[src/rtl/irq_pkg.sv]
// Shared constants and types for the vectored interrupt controller
// and its processor-side end. Both ends run on one clock, mclk.
package irq_pkg;
    localparam int NUM_VEC = 32;
    localparam int HALF_VEC = 16;
    localparam int VEC_W = 5;
    localparam int PRIO_W = 3;
    localparam int ADDR_W = 16;
    localparam int NEST_DEPTH = 8;
    localparam int DEPTH_W = 4;
    // Priority evaluation and acknowledge hold, in mclk cycles
    localparam int EVAL_CYC = 3;
    localparam int ACK_HOLD_CYC = 7;
    localparam int CNT_W = 3;

    typedef logic [VEC_W-1:0] vec_t;
    typedef logic [PRIO_W-1:0] prio_t;
    typedef logic [ADDR_W-1:0] addr_t;
    typedef logic [DEPTH_W-1:0] depth_t;
    typedef logic [CNT_W-1:0] cnt_t;

    // Source selector codes
    typedef logic [1:0] src_t;
    localparam src_t SRC_FIXED = 2'h0;
    localparam src_t SRC_DMA = 2'h1;
    localparam src_t SRC_ARRAY = 2'h2;

    localparam prio_t PRIO_LOWEST = 3'h7;
    localparam depth_t DEPTH_ZERO = 4'h0;
    localparam depth_t DEPTH_FULL = 4'h8;
endpackage : irq_pkg

[src/rtl/irq_link_if.sv]
// Link between the interrupt controller and the processor-side end.
// Assumes both ends share mclk; no clocking block.
`timescale 1ns/10ps
interface irq_link_if;
    import irq_pkg::*;
    logic irq_req;
    vec_t irq_num;
    addr_t isr_addr;
    logic request_acknowledge;
    logic reti;

    modport ctrl (
        output irq_req,
        output irq_num,
        output isr_addr,
        input request_acknowledge,
        input reti
    );
    modport cpu (
        input irq_req,
        input irq_num,
        input isr_addr,
        output request_acknowledge,
        output reti
    );
endinterface : irq_link_if

[src/rtl/irq_ctrl.sv]
// Vectored interrupt controller: source select, pending/posted flags,
// priority arbitration with nesting, request/acknowledge to the core.
// Assumes source lines are asynchronous; configuration ports are quasi-
// static and come from logic on mclk.
`timescale 1ns/10ps
module irq_ctrl
    import irq_pkg::*;
(
    input wire logic mclk,
    input wire logic rst,
    irq_link_if.ctrl link,
    input wire logic [NUM_VEC-1:0] fixed_lines,
    input wire logic [HALF_VEC-1:0] dma_terminal_low_bus,
    input wire logic [HALF_VEC-1:0] dma_terminal_high_bus,
    input wire logic [NUM_VEC-1:0] logic_array_bus,
    input wire logic [NUM_VEC-1:0] vec_enable,
    input wire irq_pkg::src_t [NUM_VEC-1:0] vec_source,
    input wire irq_pkg::prio_t [NUM_VEC-1:0] vec_prio,
    input wire irq_pkg::addr_t [NUM_VEC-1:0] vec_addr,
    input wire logic [NUM_VEC-1:0] sw_set,
    input wire logic [NUM_VEC-1:0] sw_clear,
    output logic [NUM_VEC-1:0] pending_flag,
    output logic [NUM_VEC-1:0] posted_flag,
    output irq_pkg::depth_t active_depth,
    output irq_pkg::prio_t active_prio,
    output logic routine_complete
);
    import irq_pkg::*;

    typedef enum logic [3:0] {
        ST_IDLE = 4'h1,
        ST_EVAL = 4'h2,
        ST_REQ = 4'h4,
        ST_ACK = 4'h8
    } state_e;

    state_e state_r;
    cnt_t eval_cnt_r;
    logic [NUM_VEC-1:0] raw_src;
    logic [NUM_VEC-1:0] sync1_r;
    logic [NUM_VEC-1:0] sync2_r;
    logic [NUM_VEC-1:0] sync3_r;
    logic [NUM_VEC-1:0] pending_r;
    logic [NUM_VEC-1:0] posted_r;
    logic [NUM_VEC-1:0] ack_clr;
    logic [NUM_VEC-1:0] eligible;
    logic any_elig;
    vec_t win_vec;
    prio_t win_prio;
    prio_t win_prio_r;
    logic irq_req_r;
    vec_t irq_num_r;
    addr_t isr_addr_r;
    depth_t depth_r;
    prio_t cur_prio_r;
    prio_t prio_stack_r [NEST_DEPTH];
    logic complete_r;
    logic take_ack;
    logic do_pop;

    // ****************************************************************
    // Source selection and synchronisation
    // ****************************************************************
    always_comb begin
        for (int i = 0; i < NUM_VEC; i++) begin
            raw_src[i] = 1'b0;
            if (vec_source[i] == SRC_FIXED) begin
                raw_src[i] = fixed_lines[i];
            end else if (vec_source[i] == SRC_DMA) begin
                if (i < HALF_VEC) begin
                    raw_src[i] = dma_terminal_low_bus[i % HALF_VEC];
                end else begin
                    raw_src[i] = dma_terminal_high_bus[i % HALF_VEC];
                end
            end else if (vec_source[i] == SRC_ARRAY) begin
                // Array line is the route for any source to any vector
                raw_src[i] = logic_array_bus[i];
            end
        end
    end

    // Sources are asynchronous: two flops, third flop for edge only
    always_ff @(posedge mclk or posedge rst) begin
        if (rst) begin
            sync1_r <= '0;
            sync2_r <= '0;
            sync3_r <= '0;
        end else begin
            sync1_r <= raw_src;
            sync2_r <= sync1_r;
            sync3_r <= sync2_r;
        end
    end

    // ****************************************************************
    // Pending and posted flags
    // ****************************************************************
    always_comb begin
        ack_clr = '0;
        if (take_ack) begin
            ack_clr[irq_num_r] = 1'b1;
        end
    end

    // Set beats clear so a trigger in the clearing cycle is kept
    always_ff @(posedge mclk or posedge rst) begin
        if (rst) begin
            pending_r <= '0;
        end else begin
            pending_r <= (pending_r & ~(sw_clear | ack_clr))
                | (sync2_r & ~sync3_r)
                | sw_set;
        end
    end

    // Posted trails pending by one clock, so it also clears after it
    always_ff @(posedge mclk or posedge rst) begin
        if (rst) begin
            posted_r <= '0;
        end else begin
            posted_r <= pending_r;
        end
    end

    // ****************************************************************
    // Arbitration
    // ****************************************************************
    always_comb begin
        for (int i = 0; i < NUM_VEC; i++) begin
            eligible[i] = posted_r[i] && pending_r[i] && vec_enable[i]
                && (depth_r == DEPTH_ZERO
                    || (depth_r != DEPTH_FULL
                        && vec_prio[i] < cur_prio_r));
        end
    end

    // Downward scan with <= leaves the lowest number on a tie
    always_comb begin
        any_elig = 1'b0;
        win_vec = '0;
        win_prio = PRIO_LOWEST;
        for (int i = NUM_VEC - 1; i >= 0; i--) begin
            if (eligible[i] && (!any_elig || vec_prio[i] <= win_prio)) begin
                any_elig = 1'b1;
                win_vec = VEC_W'(i);
                win_prio = vec_prio[i];
            end
        end
    end

    assign take_ack = (state_r == ST_REQ) && link.request_acknowledge;
    assign do_pop = link.reti && (depth_r != DEPTH_ZERO);

    // ****************************************************************
    // Request sequence
    // ****************************************************************
    always_ff @(posedge mclk or posedge rst) begin
        if (rst) begin
            state_r <= ST_IDLE;
            eval_cnt_r <= '0;
            irq_req_r <= 1'b0;
            irq_num_r <= '0;
            isr_addr_r <= '0;
            win_prio_r <= PRIO_LOWEST;
        end else begin
            case (state_r)
                ST_IDLE: begin
                    if (any_elig) begin
                        eval_cnt_r <= CNT_W'(1);
                        state_r <= ST_EVAL;
                    end
                end
                ST_EVAL: begin
                    if (eval_cnt_r == CNT_W'(EVAL_CYC - 1)) begin
                        if (any_elig) begin
                            irq_req_r <= 1'b1;
                            irq_num_r <= win_vec;
                            isr_addr_r <= vec_addr[win_vec];
                            win_prio_r <= win_prio;
                            state_r <= ST_REQ;
                        end else begin
                            state_r <= ST_IDLE;
                        end
                    end else begin
                        eval_cnt_r <= eval_cnt_r + CNT_W'(1);
                    end
                end
                ST_REQ: begin
                    if (link.request_acknowledge) begin
                        irq_req_r <= 1'b0;
                        state_r <= ST_ACK;
                    end else if (!pending_r[irq_num_r]) begin
                        // Cleared by software before acceptance
                        irq_req_r <= 1'b0;
                        state_r <= ST_IDLE;
                    end
                end
                ST_ACK: begin
                    if (!link.request_acknowledge) begin
                        state_r <= ST_IDLE;
                    end
                end
                default: begin
                    state_r <= ST_IDLE;
                    irq_req_r <= 1'b0;
                end
            endcase
        end
    end

    // ****************************************************************
    // Nesting stack of active priorities
    // ****************************************************************
    always_ff @(posedge mclk or posedge rst) begin
        if (rst) begin
            depth_r <= DEPTH_ZERO;
            cur_prio_r <= PRIO_LOWEST;
            complete_r <= 1'b0;
            for (int i = 0; i < NEST_DEPTH; i++) begin
                prio_stack_r[i] <= PRIO_LOWEST;
            end
        end else begin
            complete_r <= do_pop;
            if (take_ack) begin
                prio_stack_r[depth_r[CNT_W-1:0]] <= cur_prio_r;
                cur_prio_r <= win_prio_r;
                depth_r <= depth_r + DEPTH_W'(1);
            end else if (do_pop) begin
                // Restore status from before the finished routine
                cur_prio_r <= prio_stack_r[depth_r[CNT_W-1:0] - CNT_W'(1)];
                depth_r <= depth_r - DEPTH_W'(1);
            end
        end
    end

    assign link.irq_req = irq_req_r;
    assign link.irq_num = irq_num_r;
    assign link.isr_addr = isr_addr_r;
    assign pending_flag = pending_r;
    assign posted_flag = posted_r;
    assign active_depth = depth_r;
    assign active_prio = cur_prio_r;
    assign routine_complete = complete_r;

endmodule : irq_ctrl

[src/flat_wrapper.sv]
// flat-port wrapper written by rule: the top's interface ports become plain ports
module irq_ctrl_flat import irq_pkg::*;
  (mclk, rst, fixed_lines, dma_terminal_low_bus, dma_terminal_high_bus, logic_array_bus, vec_enable, vec_source, vec_prio, vec_addr, sw_set, sw_clear, pending_flag, posted_flag, active_depth, active_prio, routine_complete, link_irq_req, link_irq_num, link_isr_addr, link_request_acknowledge, link_reti);
  irq_link_if link_i ();
  input wire logic mclk;
  input wire logic rst;
  input wire logic [NUM_VEC-1:0] fixed_lines;
  input wire logic [HALF_VEC-1:0] dma_terminal_low_bus;
  input wire logic [HALF_VEC-1:0] dma_terminal_high_bus;
  input wire logic [NUM_VEC-1:0] logic_array_bus;
  input wire logic [NUM_VEC-1:0] vec_enable;
  input wire irq_pkg::src_t [NUM_VEC-1:0] vec_source;
  input wire irq_pkg::prio_t [NUM_VEC-1:0] vec_prio;
  input wire irq_pkg::addr_t [NUM_VEC-1:0] vec_addr;
  input wire logic [NUM_VEC-1:0] sw_set;
  input wire logic [NUM_VEC-1:0] sw_clear;
  output logic [NUM_VEC-1:0] pending_flag;
  output logic [NUM_VEC-1:0] posted_flag;
  output irq_pkg::depth_t active_depth;
  output irq_pkg::prio_t active_prio;
  output logic routine_complete;
  output wire logic [$bits(link_i.irq_req)-1:0] link_irq_req;
  output wire logic [$bits(link_i.irq_num)-1:0] link_irq_num;
  output wire logic [$bits(link_i.isr_addr)-1:0] link_isr_addr;
  input wire logic [$bits(link_i.request_acknowledge)-1:0] link_request_acknowledge;
  input wire logic [$bits(link_i.reti)-1:0] link_reti;
  assign link_irq_req = link_i.irq_req;
  assign link_irq_num = link_i.irq_num;
  assign link_isr_addr = link_i.isr_addr;
  assign link_i.request_acknowledge = link_request_acknowledge;
  assign link_i.reti = link_reti;
  irq_ctrl u_core (.mclk(mclk), .rst(rst), .link(link_i), .fixed_lines(fixed_lines), .dma_terminal_low_bus(dma_terminal_low_bus), .dma_terminal_high_bus(dma_terminal_high_bus), .logic_array_bus(logic_array_bus), .vec_enable(vec_enable), .vec_source(vec_source), .vec_prio(vec_prio), .vec_addr(vec_addr), .sw_set(sw_set), .sw_clear(sw_clear), .pending_flag(pending_flag), .posted_flag(posted_flag), .active_depth(active_depth), .active_prio(active_prio), .routine_complete(routine_complete));
endmodule
[config.mk]
export PLATFORM = sky130hd
export DESIGN_NAME = irq_ctrl_flat
export DESIGN_NICKNAME = d
export VERILOG_FILES = /design/src/rtl/irq_pkg.sv /design/src/rtl/irq_link_if.sv /design/src/rtl/irq_ctrl.sv /design/src/flat_wrapper.sv
export SDC_FILE = /design/constraint.sdc
export NUM_CORES = 1
export LEC_CHECK = 0
export BUFFER_PORTS_ARGS = -buffer_cell sky130_fd_sc_hd__buf_2
export CAP_MARGIN = 0
export CORE_AREA = 10 10 361 363
export DETAILED_ROUTE_END_ITERATION = 6
export DIE_AREA = 0 0 371 373
export PLACE_DENSITY = 0.42
export SYNTH_ARGS = -nofsm -noshare
export SYNTH_HDL_FRONTEND = slang
export SYNTH_SLANG_ARGS = --single-unit
[constraint.sdc]
create_clock -name mclk -period 92 [get_ports mclk]
set_input_delay 18.4 -clock mclk [delete_from_list [all_inputs] [get_ports mclk]]
set_output_delay 18.4 -clock mclk [all_outputs]
set_load 0.1 [all_outputs]
### After elaboration in Yosys (flattened, before gate mapping)

Index checks and enable logic that the tools add are counted.
Widths: inputs -> output; s select.

| storage, ports and cells | value |
|---|---|
| bits in writable memories | 0 |
| register bits | 224 |
| output and inout bits | 94 |
| bits in read-only memories | 0 |
| memories | 0 |
| latch bits | 0 |
| logic and storage cells | 703 |

| operators by class | value |
|---|---|
| add/sub/neg operators | 4 |
| divide/modulo/power cells | 0 |
| shift operators | 0 |
| reductions and logical operators | 298 |
| magnitude comparators | 69 |
| multipliers | 0 |
| equal/unequal tests | 76 |
| muxes and demuxes | 224 |
| bitwise gates (word level) | 10 |

Operators by type and width:

| cell | number |
|---|---|
| $logic_and 1x1->1 | 163 |
| $mux 5 | 32 |
| $mux 1 | 134 |
| $mux 3 | 40 |
| $lt 3x3->1 | 32 |
| $or 32x32->32 | 3 |
| $le 3x3->1 | 31 |
| $bmux 16 s5 | 1 |
| $and 32x32->32 | 2 |
| $eq 2x1->1 const B | 32 |
| $eq 2x2->1 const B | 32 |
| $logic_not 2->1 | 32 |
| $not 32->32 | 2 |
| $logic_or 1x1->1 | 63 |
| $mux 32 | 1 |
| $logic_not 1->1 | 31 |
| $mux 4 | 7 |
| $bwmux 24 | 1 |
| $mux 16 | 1 |
| $pmux 4 s4 | 1 |
| $lt 5x6->1 const B | 2 |
| $bmux 3 s3 | 1 |
| $demux 3 s3 | 1 |
| $ge 4x4->1 const B | 2 |
| other kinds (27) | 34 |

### Depth between registers and ports, before layout

| depth | value |
|---|---|
| depth in word-level cells | 132 |
| depth in mapped cells | 286 |
| gate-level depth less buffers | 270 |

### Worst setup path after synthesis

OpenSTA, ideal clock, no wires.

| timing | value |
|---|---|
| path kind | input port to flip-flop |
| from | input vec_prio[94] (netlist name) |
| to | register u_core.isr_addr_r[12] (netlist: u_core.link.isr_addr[12]) |
| buffers on the path | 13 |
| setup slack | 31.001 ns |
| required time | 91.859 ns |
| arrival time | 60.858 ns |
| stages | 259 |
| path through | ha_1 -> a2111oi_1 -> o21ai_1 -> nor2_1 -> ha_1 -> nor2b_1 -> o21ai_0 -> a32o_1 -> a211oi_1 -> or2_2 -> ha_1 -> nand2_1 -> o21ai_0 -> o211ai_1 -> and3_1 -> o31ai_1 -> inv_1 -> ha_1 -> [223 not listed] -> clkbuf_1 -> mux2_2 -> ha_1 -> nor2b_1 -> o21a_1 -> o21ai_0 -> nand2b_1 -> o21ai_1 -> or2_2 -> o21bai_2 -> and2_1 -> buf_6 -> buf_6 -> buf_6 -> nand3_1 -> a32o_1 -> o31ai_1 -> a31oi_1 |

| on the way | value |
|---|---|
| cells in the longest elaborated chain, start to end | 131 |

Ends and longest elaborated chain:

| element | RTL line | text |
|---|---|---|
| start: declaration | flat_wrapper.sv:13 | `input wire irq_pkg::prio_t [NUM_VEC-1:0] vec_prio;` |
| $lt 3x3->1 | irq_ctrl.sv:133 | `&& vec_prio[i] < cur_prio_r));` |
| $logic_and 1x1->1 | irq_ctrl.sv:133 |  |
| $logic_or 1x1->1 | irq_ctrl.sv:132 | `\|\| (depth_r != DEPTH_FULL` |
| $logic_and 1x1->1 | irq_ctrl.sv:131 | `&& (depth_r == DEPTH_ZERO` |
| $mux 3 / $mux 1 (equally long branches) | irq_ctrl.sv:143 | `if (eligible[i] && (!any_elig \|\| vec_prio[i] <= win_prio)) begin` |
| $le 3x3->1 / $logic_not 1->1 (equally long branches) | irq_ctrl.sv:143 |  |
| $logic_or 1x1->1 | irq_ctrl.sv:143 |  |
| $logic_and 1x1->1 | irq_ctrl.sv:143 |  |
| [115 not listed] | n/a |  |
| $logic_and 1x1->1 | irq_ctrl.sv:143 |  |
| $mux 3 / $mux 1 (equally long branches) | irq_ctrl.sv:143 |  |
| $le 3x3->1 / $logic_not 1->1 (equally long branches) | irq_ctrl.sv:143 |  |
| $logic_or 1x1->1 | irq_ctrl.sv:143 |  |
| $logic_and 1x1->1 | irq_ctrl.sv:143 |  |
| $mux 5 | irq_ctrl.sv:143 |  |
| $bmux 16 s5 | irq_ctrl.sv:178 | `isr_addr_r <= vec_addr[win_vec];` |
| $mux 16 (not written as such) | irq_ctrl.sv:178 |  |
| end signal: assignment | irq_ctrl.sv:178 |  |
| end: declaration | irq_ctrl.sv:53 | `addr_t isr_addr_r;` |

Parallel ways exist; a longest one is shown, timed or not. The select of a mux whose other input is x is not followed.
A chain may end at the register's enable or synchronous reset.

### Final worst setup path

| timing | value |
|---|---|
| from | input vec_prio[94] (netlist name) |
| to | register u_core.isr_addr_r[13] (netlist: u_core.link.isr_addr[13]) |

The elaborated chain is that of the path after synthesis.

==> flow_summary_export.csv <==
group,metric,value,unit
grt,grt_usage,19.09,%
route,dr.pass1.iters,5,
critical_path,cp_max_fo,61,
route,num_vias,24790,
cts,h-tree-depth,2,
placed_design,place.gp.congestion,0.9163,
cts,cts_resized,0,
finish,multiInputGateArea,14290,µm²
route,drt_iter0_drc,2752,
critical_path,start_kind,"input pin",
cts,post-cts-setup-buffers,0,
finish,synthToLayoutAreaGrowth,36.66,%
route,wl_per_cell,27.16,µm
timing,timing.final.crit_period,69.87,ns
timing,finClkSkew,0.04039,ns
critical_path,cp.arrival,70.31,ns
floorplanning,start_util,17.13,%
worst_hold_path,hp-class,"reg2reg",
floorplanning,die_x,371,µm
timing,timing.slew.headroom,18.24,%
critical_path,timing.critical_path.slowest_stage_cell,"buf_4",
finish,nFillCells,13770,
timing,tns,0,ns
critical_path,crit_type,"in2reg",
critical_path,cp.required,92.44,ns
floorplanning,design.die.area,138400,µm²
synth,synth_cell_type_count,106,
cts,clk_pin_slew,0.06,ns
outcome,status,"finished, final reports clean",
synth,async_flop_share,100.0,%
timing,tightest_slew,1.218,ns
grt,grt_pass1_wl,191.1,mm
cts,hold_buffers,0,
synth,netlist_area,21070,µm²
timing,finalCritPeriodShare,75.95,%
timing,rsz0062_at_grt,"false",
timing,drv_slew,0,
finish,fin_nets,4514,
synth,avgSynthCellArea,8.146,µm²
route,totalWireLength,140.1,mm
floorplanning,num_io_pins,962,
floorplanning,rows,129,
finish,seqCellArea,5644,µm²
cts,cts_buffers,34,
synth,synth_seq_cells,224,
run,cap_viol_max_count,0,
critical_path,rrSetupSlack,38.86,ns
cts,clk_latency,0.59,ns
synth,ys_seq_area_share,26.79,%
critical_path,crit_path_max_incr_delay,0.75,ns
synth,syn_nets,3618,
grt,grt_overflow,0,
synth,netlist_instances,2586,
synth,synth_edf_count,0,
route,drc,0,
floorplanning,die_y,373,µm
finish,drive_gt1_share,35.26,%
critical_path,critPathCaptureType,"flop",
timing,setup_violations,0,
cts,cts_tree,"yes",
timing,final_hold_viol_count,0,
synth,ys.warnings.count,0,
cts,clockBufferDepth,3,
finish,fin_util,23.41,%
cts,cts_root_buf,"clkbuf_16",
grt,grt_pass1_vias,23980,
timing,fmax,14.31,MHz
cts,cts.sinks,224,
route,viasPerCell,4.806,
grt,antenna_found_initial,55,
synth,synth_ff_type,"dfrtp_1",
grt,grt_start_max_net_pins,121,
placed_design,dp_hpwl,118.5,mm
floorplanning,coreArea,123000,µm²
critical_path,path_common_cell,"ha_1",
route,ant_nets,0,
placed_design,io_buffers,961,
## metrics by stage
step,hold WS [ns],instance area (µm²),worst slack (ns),cells
finish,0.3383,28790,22.13,5159
global route,0.3512,28760,16.69,5149
CTS,0.3361,28750,22.68,5145
detailed placement,0.3347,27570,22.21,5083
global placement,0.3323,27570,23.00,5083
floorplan,0.3312,21070,31.00,2586
## flip-flops by register name, indices dropped and copies added, names as in the netlist
| name | flops |
|---|---|
| u_core.win_prio_r | 3 |
| u_core.active_prio | 3 |
| u_core.link.isr_addr | 16 |
| u_core.sync3_r | 32 |
| u_core.pending_flag | 32 |
| u_core.active_depth | 4 |
| u_core.prio_stack_r | 24 |
| u_core.routine_complete | 1 |
| u_core.sync1_r | 32 |
| u_core.sync2_r | 32 |
| u_core.state_r | 4 |
| u_core.link.irq_num | 5 |
| u_core.link.irq_req | 1 |
| u_core.eval_cnt_r | 3 |
| u_core.posted_flag | 32 |
## kinds of logic after synthesis
logic type	after synthesis	synth area share (%)
buffers and inverters	262	5.613
multiplexers	162	8.832
XOR/XNOR	5	0.2079
flip-flops	224	26.79
AND/OR/NAND/NOR	1069	24.62
adder cells (fa/ha/maj)	164	9.777
AO/OA/AOI/OAI	700	24.16
## layout make-up
cell class | instances | area share [%]
Clock inverter | 17 | 0.8519
Timing Repair Buffer | 1003 | 17.80
Clock buffer | 45 | 3.273
Tap cell | 1637 | 7.115
Antenna cell | 14 | 0.1217
Multi-Input combinational cell | 2100 | 49.65
Inverter | 119 | 1.578
Sequential cell | 224 | 19.61
## cells in the mapped netlist, drive strengths merged, types with 8 or more instances
library cell	n	area (µm²)
nand2	491	1848
dfrtp	193	4830
ha	163	2039
o21ai	161	805.8
nand3	148	740.7
nor2	126	475.5
inv	117	439.2
mux2i	106	1061
a21oi	95	486.7
buf	74	474.2
clkbuf	69	261.5
a311oi	60	588.1
a31oi	54	352.8
nand3b	53	397.9
and3	49	311.6
nor2b	46	295.3
o21a	45	337.8
mux2	41	461.7
a211oi	39	292.8
dfstp	31	814.5
nor3	31	166.4
o31ai	25	192.7
a41oi	23	291.5
a21o	22	165.2
nand2b	20	125.1
o211ai	20	155.1
or3b	18	157.6
nand4	17	112.6
nor4	17	136.4
o2111ai	17	161.4
a22oi	16	120.1
mux4	15	337.8
and2	14	87.58
o211a	13	130.1
or2	12	75.08
a32oi	11	96.34
a31o	10	87.59
a21boi	9	67.56
o22ai	8	50.05
## worst paths after layout
| check | endpoint | cells after the start | start |
|---|---|---|---|
| worst max-delay path | u_core.link.isr_addr[13]$_DFFE_PP0P_ | 249 | vec_prio[94] |
| worst min-delay path | u_core.sync2_r[5]$_DFF_PP0_ | 0 | u_core.sync1_r[5]$_DFF_PP0_ |
| worst max register to register | u_core.link.isr_addr[13]$_DFFE_PP0P_ | 250 | u_core.active_depth[0]$_DFFE_PP0P_ |
| worst min register to register | u_core.sync2_r[5]$_DFF_PP0_ | 0 | u_core.sync1_r[5]$_DFF_PP0_ |
| max in group asynchronous | u_core.link.isr_addr[3]$_DFFE_PP0P_ | 3 | rst |
| min in group asynchronous | u_core.pending_flag[18]$_DFF_PP0_ | 2 | rst |
## per-layer routing
layer  global-route usage (%)  wire (µm)  vias to the layer above
li1                         -          -                    11400
met1                    28.02      66500                    12120
met2                    28.84      60500                     1113
met3                    3.960      11010                      134
met4                    2.832       1933                       28
met5                        0        159                        -
## layout by cell type (no fill, tap or decap), types with 48 or more instances in the layout
cell	n
ha_1	163
nor2_1	125
a311oi_1	50
nand3b_1	53
a31oi_1	53
nand3_1	147
nand2_1	488
mux2i_1	106
and3_1	48
o21ai_0	143
buf_2	961
inv_1	116
dfrtp_1	193
a21oi_1	91
## worst max-delay path, delay by kind of cell
kind            cells  cell delay, ns
fa+ha+maj          32            8.83
mux                 8            2.90
compound gates    134           27.57
buf+inv            13            2.65
simple gates       62            9.80
Power is not shown: default switching activity piles up to over one toggle a cycle in this logic, so the estimate is an artifact.
